## src/error_class_pkg.sv

```systemverilog
/*
  error codes, limits and timing constants for the request error classifier.
  assumes the includer refers to every item as error_class_pkg::name.
*/
`default_nettype none
package error_class_pkg;
  // negative response codes
  localparam logic [15:0] CODE_SYSTEM = 16'h0001;
  localparam logic [15:0] CODE_CONVERT = 16'h0011;
  localparam logic [15:0] CODE_COMMAND = 16'h0021;
  localparam logic [15:0] CODE_CMD_TYPE = 16'h0031;
  localparam logic [15:0] CODE_DEVICE_MEM = 16'h1132;
  localparam logic [15:0] CODE_DATA_SIZE = 16'h1232;
  localparam logic [15:0] CODE_DATA_TYPE = 16'h2432;
  localparam logic [15:0] CODE_FORMAT = 16'h7132;
  localparam logic [15:0] CODE_AREA = 16'h2232;
  localparam logic [15:0] CODE_MON_EXEC = 16'h0190;
  localparam logic [15:0] CODE_MON_REG = 16'h0290;
  localparam logic [15:0] CODE_UNSUPPORTED = 16'h6001;
  localparam logic [15:0] CODE_OVERRUN = 16'h6010;
  localparam logic [15:0] CODE_TIMEOUT = 16'h6020;
  localparam logic [15:0] CODE_SYNTAX = 16'h6030;
  localparam logic [15:0] CODE_LENGTH = 16'h6040;
  localparam logic [15:0] CODE_CHECK = 16'h6050;
  localparam logic [15:0] CODE_NONE = 16'h0000;
  // limits
  localparam logic [8:0] MAX_DATA_BYTES = 9'h080;
  localparam logic [8:0] MAX_FRAME_TEXT = 9'h100;
  localparam logic [3:0] MAX_MONITOR_NO = 4'h9;
  localparam logic [6:0] OUTPUT_BIT_LIMIT = 7'h40;
  // frame characters
  localparam logic [7:0] CHAR_ENQ = 8'h05;
  localparam logic [7:0] CHAR_EOT = 8'h04;
  localparam logic [7:0] CHAR_PERCENT = 8'h25;
  localparam logic [7:0] CHAR_COMMA = 8'h2C;
  localparam logic [7:0] CHAR_DOT = 8'h2E;
  // frame receive timeout
  localparam int FRAME_TIMEOUT_US = 1000;
  localparam int CLK_MHZ = 200;
  localparam int FRAME_TIMEOUT_CYC = FRAME_TIMEOUT_US * CLK_MHZ;
  localparam logic [17:0] TIMER_ZERO = 18'h00000;
  // reset values
  localparam logic [8:0] COUNT_ZERO = 9'h000;
endpackage
`default_nettype wire

```

## src/serial_request_error_classifier.sv

```systemverilog
/*
  classifies one received request frame into at most one error code.
  assumes a parser in the same clock domain presents each frame character as a
  one-cycle strobe and reports decoded fields (command, type, area, ...) as
  levels, sampled at frame end; uart faults arrive as pulses on the same clock.
*/
`timescale 1ns/1ps
`default_nettype none

// Functional notes
// core unreachable reports system interface code
// illegal character reports conversion error
// only w r x y s accepted
// only individual or block type accepted
// only internal, output, input areas accepted
// data count 1 to 128 bytes
// only bit and word data types
// missing percent or output dots rejected
// address beyond area reports area exceeding
// monitor number above nine rejected
// unsupported command use rejected
// overrun or framing error reported
// frame reception timeout reported
// frame needs ENQ start, EOT end
// frame text limited to 256 bytes
// check character mismatch reported
// one code per rejection, keep serving
module serial_request_error_classifier #(
  parameter int TIMEOUT_CYC = error_class_pkg::FRAME_TIMEOUT_CYC
) (
  // clock and reset
  input wire logic clk,
  input wire logic rst_n,
  // received characters
  input wire logic charValid,
  input wire logic [7:0] charData,
  input wire logic uartFault,
  // decoded request fields, valid at frame end
  input wire logic coreReady,
  input wire logic [7:0] cmdLetter,
  input wire logic typeIndividual,
  input wire logic typeBlock,
  input wire logic [7:0] areaLetter,
  input wire logic [7:0] typeLetter,
  input wire logic [8:0] dataBytes,
  input wire logic percentSeen,
  input wire logic outputBitRequest,
  input wire logic dotsSeen,
  input wire logic addrDecimal,
  input wire logic [6:0] outputBitIndex,
  input wire logic addrOverMemory,
  input wire logic monitorCmd,
  input wire logic monitorExec,
  input wire logic [3:0] monitorNo,
  input wire logic blockReadCommand,
  input wire logic bccMatch,
  // verdict
  output logic verdictValid,
  output logic verdictReject,
  output logic [15:0] errorCode
);

  ////////////////////////////////////////////////////////////////////////
  // state
  // one-hot phase of frame reception
  typedef enum logic [1:0] {
    IDLE = 2'b01,
    TEXT = 2'b10
  } phase_type;

  // all state of the classifier in one word
  typedef struct packed {
    phase_type phase;
    logic [8:0] textCount;
    logic [17:0] timer;
    logic badChar;
    logic lengthOver;
    logic uartErr;
    logic verdictValid;
    logic verdictReject;
    logic [15:0] errorCode;
  } state_type;

  state_type cur_r; // registered state
  state_type cur_nxt; // next state
  logic [15:0] fieldCode; // field check outcome
  logic isLetter; // character classes
  logic isDigit;
  logic [7:0] cmdLower; // lower-cased letters
  logic [7:0] areaLower;
  logic [7:0] typeLower;

  ////////////////////////////////////////////////////////////////////////
  // character class and field checks, first failing check wins
  always_comb begin
    // ascii classes of the character on the strobe
    isLetter = (charData >= 8'h41 && charData <= 8'h5A) || (charData >= 8'h61 && charData <= 8'h7A);
    isDigit = charData >= 8'h30 && charData <= 8'h39;
    // letters fold to lower case by setting bit 5
    cmdLower = cmdLetter | 8'h20;
    areaLower = areaLetter | 8'h20;
    typeLower = typeLetter | 8'h20;
    // accepted unless one of the checks below fails
    fieldCode = error_class_pkg::CODE_NONE;
    if (!coreReady) begin
      fieldCode = error_class_pkg::CODE_SYSTEM;
    end else if (!(cmdLower == 8'h77 || cmdLower == 8'h72 || cmdLower == 8'h78 ||
                   cmdLower == 8'h79 || cmdLower == 8'h73)) begin
      fieldCode = error_class_pkg::CODE_COMMAND;
    end else if (!(typeIndividual || typeBlock)) begin
      fieldCode = error_class_pkg::CODE_CMD_TYPE;
    end else if (monitorCmd && monitorNo > error_class_pkg::MAX_MONITOR_NO) begin
      fieldCode = monitorExec ? error_class_pkg::CODE_MON_EXEC : error_class_pkg::CODE_MON_REG;
    end else if (!percentSeen || (outputBitRequest && !dotsSeen)) begin
      fieldCode = error_class_pkg::CODE_FORMAT;
    end else if (!(areaLower == 8'h6D || areaLower == 8'h71 || areaLower == 8'h69)) begin
      fieldCode = error_class_pkg::CODE_DEVICE_MEM;
    end else if (!(typeLower == 8'h78 || typeLower == 8'h77)) begin
      fieldCode = error_class_pkg::CODE_DATA_TYPE;
    end else if (blockReadCommand && typeLower == 8'h78) begin
      fieldCode = error_class_pkg::CODE_UNSUPPORTED;
    end else if (dataBytes == error_class_pkg::COUNT_ZERO || dataBytes > error_class_pkg::MAX_DATA_BYTES) begin
      fieldCode = error_class_pkg::CODE_DATA_SIZE;
    end else if (!addrDecimal || addrOverMemory ||
                 (outputBitRequest && outputBitIndex >= error_class_pkg::OUTPUT_BIT_LIMIT)) begin
      fieldCode = error_class_pkg::CODE_AREA;
    end
  end

  ////////////////////////////////////////////////////////////////////////
  // frame tracking and verdict
  always_comb begin
    cur_nxt = cur_r;
    cur_nxt.verdictValid = 1'b0;
    // receiver faults are latched for the frame in flight
    if (uartFault) begin
      cur_nxt.uartErr = 1'b1;
    end
    case (cur_r.phase)
      IDLE: begin
        // wait for a start mark; anything else is stray text
        if (charValid && charData == error_class_pkg::CHAR_ENQ) begin
          cur_nxt.phase = TEXT;
          cur_nxt.textCount = error_class_pkg::COUNT_ZERO;
          cur_nxt.timer = error_class_pkg::TIMER_ZERO;
          cur_nxt.badChar = 1'b0;
          cur_nxt.lengthOver = 1'b0;
          cur_nxt.uartErr = uartFault;
        end else if (charValid) begin
          // stray text outside a frame
          cur_nxt.verdictValid = 1'b1;
          cur_nxt.verdictReject = 1'b1;
          cur_nxt.errorCode = error_class_pkg::CODE_SYNTAX;
        end
      end
      TEXT: begin
        // frame time counts from the start mark
        cur_nxt.timer = cur_r.timer + 18'h00001;
        if (cur_r.timer >= 18'(TIMEOUT_CYC - 1)) begin
          // give up on the frame and go back to waiting
          cur_nxt.phase = IDLE;
          cur_nxt.verdictValid = 1'b1;
          cur_nxt.verdictReject = 1'b1;
          cur_nxt.errorCode = error_class_pkg::CODE_TIMEOUT;
        end else if (charValid && charData == error_class_pkg::CHAR_EOT) begin
          cur_nxt.phase = IDLE;
          cur_nxt.verdictValid = 1'b1;
          cur_nxt.verdictReject = 1'b1;
          // link faults outrank the field checks
          if (cur_r.uartErr || uartFault) begin
            cur_nxt.errorCode = error_class_pkg::CODE_OVERRUN;
          end else if (cur_r.lengthOver) begin
            cur_nxt.errorCode = error_class_pkg::CODE_LENGTH;
          end else if (!bccMatch) begin
            cur_nxt.errorCode = error_class_pkg::CODE_CHECK;
          end else if (cur_r.badChar) begin
            cur_nxt.errorCode = error_class_pkg::CODE_CONVERT;
          end else begin
            cur_nxt.errorCode = fieldCode;
            cur_nxt.verdictReject = fieldCode != error_class_pkg::CODE_NONE;
          end
        end else if (charValid && charData == error_class_pkg::CHAR_ENQ) begin
          // a new start inside a frame breaks the syntax; restart on it
          cur_nxt.verdictValid = 1'b1;
          cur_nxt.verdictReject = 1'b1;
          cur_nxt.errorCode = error_class_pkg::CODE_SYNTAX;
          cur_nxt.textCount = error_class_pkg::COUNT_ZERO;
          cur_nxt.timer = error_class_pkg::TIMER_ZERO;
          cur_nxt.badChar = 1'b0;
          cur_nxt.lengthOver = 1'b0;
          cur_nxt.uartErr = uartFault;
        end else if (charValid) begin
          // text past the limit is flagged, not counted
          if (cur_r.textCount >= error_class_pkg::MAX_FRAME_TEXT) begin
            cur_nxt.lengthOver = 1'b1;
          end else begin
            cur_nxt.textCount = cur_r.textCount + 9'h001;
          end
          // only letters, digits, percent, comma and dot are legal
          if (!(isLetter || isDigit || charData == error_class_pkg::CHAR_PERCENT ||
                charData == error_class_pkg::CHAR_COMMA || charData == error_class_pkg::CHAR_DOT)) begin
            cur_nxt.badChar = 1'b1;
          end
        end
      end
      default: begin
        // unreachable phase code falls back to waiting
        cur_nxt.phase = IDLE;
      end
    endcase
  end

  ////////////////////////////////////////////////////////////////////////
  // state register
  always_ff @(posedge clk or negedge rst_n) begin
    if (!rst_n) begin
      cur_r <= '{phase: IDLE,
        textCount: error_class_pkg::COUNT_ZERO,
        timer: error_class_pkg::TIMER_ZERO,
        badChar: 1'b0,
        lengthOver: 1'b0,
        uartErr: 1'b0,
        verdictValid: 1'b0,
        verdictReject: 1'b0,
        errorCode: error_class_pkg::CODE_NONE};
    end else begin
      cur_r <= cur_nxt;
    end
  end

  // outputs come straight from the state register
  assign verdictValid = cur_r.verdictValid;
  assign verdictReject = cur_r.verdictReject;
  assign errorCode = cur_r.errorCode;

  ////////////////////////////////////////////////////////////////////////
  // checks
  // frame level checks, plus system code, data size, monitor number and illegal character checks
  timeout_code_a: assert property (@(posedge clk) disable iff (!rst_n)
    (cur_r.phase == TEXT && cur_r.timer >= 18'(TIMEOUT_CYC - 1)) |=>
      verdictValid && errorCode == error_class_pkg::CODE_TIMEOUT && cur_r.phase == IDLE)
    else $error("timeout not reported");
  overrun_code_a: assert property (@(posedge clk) disable iff (!rst_n)
    (cur_r.phase == TEXT && cur_r.uartErr && charValid && charData == error_class_pkg::CHAR_EOT &&
     cur_r.timer < 18'(TIMEOUT_CYC - 1)) |=> errorCode == error_class_pkg::CODE_OVERRUN)
    else $error("overrun not reported");
  length_code_a: assert property (@(posedge clk) disable iff (!rst_n)
    (verdictValid && errorCode == error_class_pkg::CODE_LENGTH) |-> $past(cur_r.lengthOver))
    else $error("length code without long frame");
  check_char_a: assert property (@(posedge clk) disable iff (!rst_n)
    (verdictValid && errorCode == error_class_pkg::CODE_CHECK) |-> !$past(bccMatch))
    else $error("check code with matching bcc");
  one_code_a: assert property (@(posedge clk) disable iff (!rst_n)
    verdictValid |-> (verdictReject == (errorCode != error_class_pkg::CODE_NONE)))
    else $error("reject flag and code disagree");
  single_pulse_a: assert property (@(posedge clk) disable iff (!rst_n)
    (verdictValid && !charValid) |=> !verdictValid)
    else $error("verdict strobe longer than one cycle");
  enq_restart_a: assert property (@(posedge clk) disable iff (!rst_n)
    (cur_r.phase == TEXT && charValid && charData == error_class_pkg::CHAR_ENQ &&
     cur_r.timer < 18'(TIMEOUT_CYC - 1)) |=>
      (errorCode == error_class_pkg::CODE_SYNTAX && verdictReject && cur_r.phase == TEXT))
    else $error("start mark inside frame not reported");
  stray_text_a: assert property (@(posedge clk) disable iff (!rst_n)
    (cur_r.phase == IDLE && charValid && charData != error_class_pkg::CHAR_ENQ) |=>
      errorCode == error_class_pkg::CODE_SYNTAX && verdictReject)
    else $error("text outside frame accepted");
  system_code_a: assert property (@(posedge clk) disable iff (!rst_n)
    (verdictValid && verdictReject && errorCode == error_class_pkg::CODE_SYSTEM) |-> !$past(coreReady))
    else $error("system code while core ready");
  data_size_a: assert property (@(posedge clk) disable iff (!rst_n)
    (verdictValid && !verdictReject) |-> ($past(dataBytes) != 9'h000 && $past(dataBytes) <= 9'h080))
    else $error("bad data size accepted");
  monitor_no_a: assert property (@(posedge clk) disable iff (!rst_n)
    (verdictValid && !verdictReject) |-> !($past(monitorCmd) && $past(monitorNo) > 4'h9))
    else $error("monitor number above nine accepted");
  bad_char_a: assert property (@(posedge clk) disable iff (!rst_n)
    (verdictValid && !verdictReject) |-> !$past(cur_r.badChar))
    else $error("illegal character accepted");

  ////////////////////////////////////////////////////////////////////////
  // field legality on accepted verdicts
  core_ready_a: assert property (@(posedge clk) disable iff (!rst_n)
    (verdictValid && !verdictReject) |-> $past(coreReady))
    else $error("request served while core unreachable");
  cmd_letter_a: assert property (@(posedge clk) disable iff (!rst_n)
    (verdictValid && !verdictReject) |-> (($past(cmdLetter) | 8'h20) inside {8'h77, 8'h72, 8'h78, 8'h79, 8'h73}))
    else $error("unknown command letter accepted");
  cmd_type_a: assert property (@(posedge clk) disable iff (!rst_n)
    (verdictValid && !verdictReject) |-> ($past(typeIndividual) || $past(typeBlock)))
    else $error("unknown command type accepted");
  area_letter_a: assert property (@(posedge clk) disable iff (!rst_n)
    (verdictValid && !verdictReject) |-> (($past(areaLetter) | 8'h20) inside {8'h6D, 8'h71, 8'h69}))
    else $error("unknown memory area accepted");
  data_type_a: assert property (@(posedge clk) disable iff (!rst_n)
    (verdictValid && !verdictReject) |-> (($past(typeLetter) | 8'h20) inside {8'h78, 8'h77}))
    else $error("refused data type accepted");
  format_check_a: assert property (@(posedge clk) disable iff (!rst_n)
    (verdictValid && !verdictReject) |-> ($past(percentSeen) && !($past(outputBitRequest) && !$past(dotsSeen))))
    else $error("bad variable format accepted");
  area_range_a: assert property (@(posedge clk) disable iff (!rst_n)
    (verdictValid && !verdictReject) |->
      ($past(addrDecimal) && !$past(addrOverMemory) && !($past(outputBitRequest) && $past(outputBitIndex) >= 7'h40)))
    else $error("address beyond area accepted");
  block_bit_a: assert property (@(posedge clk) disable iff (!rst_n)
    (verdictValid && !verdictReject) |-> !($past(blockReadCommand) && ($past(typeLetter) | 8'h20) == 8'h78))
    else $error("bit type in block read accepted");
endmodule
`default_nettype wire

```

## config.mk

```make
export PLATFORM = sky130hd
export DESIGN_NAME = serial_request_error_classifier
export DESIGN_NICKNAME = d
export VERILOG_FILES = /design/src/error_class_pkg.sv /design/src/serial_request_error_classifier.sv
export SDC_FILE = /design/constraint.sdc
export NUM_CORES = 1
export LEC_CHECK = 0
export ABC_AREA = 1
export BUFFER_PORTS_ARGS = -buffer_cell sky130_fd_sc_hd__buf_2
export CAP_MARGIN = 20
export CORE_MARGIN = 2
export CORE_UTILIZATION = 54
export DETAILED_ROUTE_END_ITERATION = 10
export PLACE_DENSITY = 0.84
export SYNTH_ARGS = -nofsm -noshare
export SYNTH_HDL_FRONTEND = slang
export SYNTH_SLANG_ARGS = --single-unit
```

## constraint.sdc

```tcl
create_clock -name clk -period 2.43 [get_ports clk]
set_input_delay 0.486 -clock clk [delete_from_list [all_inputs] [get_ports clk]]
set_output_delay 0.486 -clock clk [all_outputs]
set_load 0.005 [all_outputs]
```

==> run metrics <==
Post-DRT Antenna Nets 0; CP Max Fanout 14; crit path DAT 2.38 ns; Die Area 0.00670 mm²; nets 615; DP HPWL 5700 µm; CTS tree done; number of global-route vias before repair 3033; Congestion Overflow GR 0; final hold vios 0; Worst path slowest cell dfstp_2; fin area 0.00372 mm²; fmax 470 MHz; GRT Util Overall 24.3%; drt pass-1 iters 4; share of cells above drive strength 1 19.9%; Die Y 81.9 µm; Leakage 1.88 nW; top cells by area, synth dfrtp_1 34%, nand2_1 14%, nor2_1 7.6%, inv_1 6.0%, nand3_1 5.2%; RSZ-0062 raised after global routing false; post-CTS setup buffers 0; CTS Buf Count 5; sequential fraction of the synthesis area 35.2%; overall power 0.00211 W; post_cts resized 0; CP top delay family simple AND/OR/NAND/NOR gates; clk sinks 46; FP Rows 28; Worst Path Buf+Inv 1; first-pass GRT wire length 12800 µm; Syn Inst Count 477; latest clock arrival within the worst-skew pair 0.31 ns; period utilization 87.5%; Power Density 566 mW/mm²; Tightest Hold Check Type in2async; initial antenna violation count 0; max cap viols 0; CP max stage delay 0.56 ns; routed vias 3243; vias per cell 5.24; WL per Instance 11.9 µm; kind of end point of the critical path flip-flop; Post-DP Area 0.00361 mm²; CORE AREA 0.00589 mm²; drt total wl 7370 µm; worst-case clock buffer depth 2; initial core utilization 55.6%; number of port buffers 71; Mapped Area 0.00327 mm²; # setup viols final 0; clk_skew 0.0111 ns; worst slack, placed 0.275 ns; maximum vdd drop 309 µV; Crit Path Class reg2reg; Area growth, synth to finish 13.6%; hold_buf cts 0; Yosys warning count 0; Synth top area share 34.4%; Clock transition at path regs 0.09 ns; htree depth 2; Placer Congestion 0.861; Slew Limit Fails 0; synthesized flop and latch total 46; diodes inserted 0; detailed-route DRC error count 0; leading area contributor after synthesis dfrtp_1; setup TNS 0 ns; Syn Area/Cell 6.86 µm²; Worst Tran Pin Value 0.572 ns; final core occ 63.2%; clock root buffer master clkbuf_8; Slew headroom 61.9%; status completed; DIE WIDTH 81.9 µm; Netlist cell types 39; fin crit period 2.13 ns; CP Data Required Time 2.68 ns; IO Count 86; Initial DRC Count 168; setup slack after layout 0.304 ns; CP Cell Sequence ha_1 -> nand2_1 -> nor2_1 -> inv_1 -> o21ai_0 -> nand2_2 -> nor2_4 -> o21ai_0 -> nand2_1; largest net degree at the start of global routing 47; CP Launch Type flip-flop
-- Yosys cell counts --
master           count
buf_6                2
ha_1                 4
buf_4               17
nor2_1              66
a21o_1               1
clkbuf_1             1
nor3b_1              2
dfstp_2              1
o21ai_0             32
nor3b_2              1
nand4_1             11
a22o_1               1
o2111ai_1            1
nor3_2               3
nor3_1              10
clkdlybuf4s25_1      1
inv_1               52
a211oi_1             1
o31ai_1              3
nand2_2              8
a21oi_1             10
nand3_1             34
o21ai_1              7
a21boi_0             2
and3_1               2
nand2_1            125
nor2_2               2
inv_2                4
a31oi_1              1
nor4_4               1
o21ai_2              1
conb_1               1
xor2_1              12
nand3b_1             2
nor2_4               2
nor4_1               6
dfrtp_1             45
xnor2_1              1
clkbuf_8             1
-- state kept, by name, summed over array words and instances (netlist names) --
register	count
verdictReject	1
verdictValid	1
errorCode	12
cur_r	32
-- layer usage --
| metal | vias to the layer above | share of wire, % | global-route usage (%) |
|---|---|---|---|
| li1 | 1654 | - | - |
| met4 | 0 | 1.7 | 9.83 |
| met3 | 11 | 4.4 | 3.74 |
| met2 | 85 | 47 | 42.0 |
| met5 | - | 0 | 0 |
| met1 | 1493 | 47 | 30.2 |
-- worst paths after layout --
| path | start | end | slack [ns] | depth (start not counted) |
|---|---|---|---|---|
| max reg2reg | cur_r[48]$_DFFE_PN1P_ | errorCode[14]$_DFFE_PN0P_ | 0.30 | 9 |
| min reg2reg | errorCode[14]$_DFFE_PN0P_ | errorCode[14]$_DFFE_PN0P_ | 0.50 | 2 |
| min | rst_n | cur_r[24]$_DFFE_PN0P_ | 0.24 | 2 |
| max in group asynchronous | rst_n | cur_r[47]$_DFFE_PN0P_ | 1.78 | 2 |
| min in group clk | errorCode[14]$_DFFE_PN0P_ | errorCode[14]$_DFFE_PN0P_ | 0.50 | 2 |
| max | cur_r[48]$_DFFE_PN1P_ | errorCode[14]$_DFFE_PN0P_ | 0.30 | 9 |
-- kinds of logic after synthesis --
group / synth area share, %
other: 0.115
DFF: 35.2
xor gates and xnor gates: 3.48
adders and majority gates: 1.53
buffers and inverters: 11.8
and+or+nand+nor: 37.7
AOI/OAI and AO/OA: 10.1
-- cells in the final DEF (no fill, tap or decap), drive strengths merged --
cell type and count:
nand2 133, buf 78, nor2 70, inv 56, dfrtp 45, o21ai 40, nand3 34, nor3 13
xor2 12, nand4 11, a21oi 10, nor4 7, clkbuf 6, ha 4, conb 4, o31ai 3
nor3b 3, a21boi 2, nand3b 2, and3 2, a211oi 1, a21o 1, a22o 1, o2111ai 1
a31oi 1, xnor2 1, bufinv 1, clkinvlp 1, dfstp 1
-- where the power goes --
part	switching, W	internal (W)
combinational	0.000442	0.000220
sequential	0.0000327	0.000825
clock	0.000279	0.000307
-- final cells by class --
type	count	area (µm²)
clock buffers	6	72.6
clock inverters	2	37.5
fillers	518	2170
inverters	56	210
multi-input cells	356	1740
flip-flops and latches	46	1150
well taps	75	93.8
repair buffers	78	408
-- through the flow --
| stage | hold slack [ns] | instances |
|---|---|---|
| floorplan | 0.190 | 480 |
| global placement | 0.462 | 611 |
| detailed placement | 0.471 | 611 |
| CTS | 0.277 | 619 |
| global route | 0.319 | 619 |
| finish | 0.240 | 619 |
No activity file was read; power rests on OpenSTA's default activity.
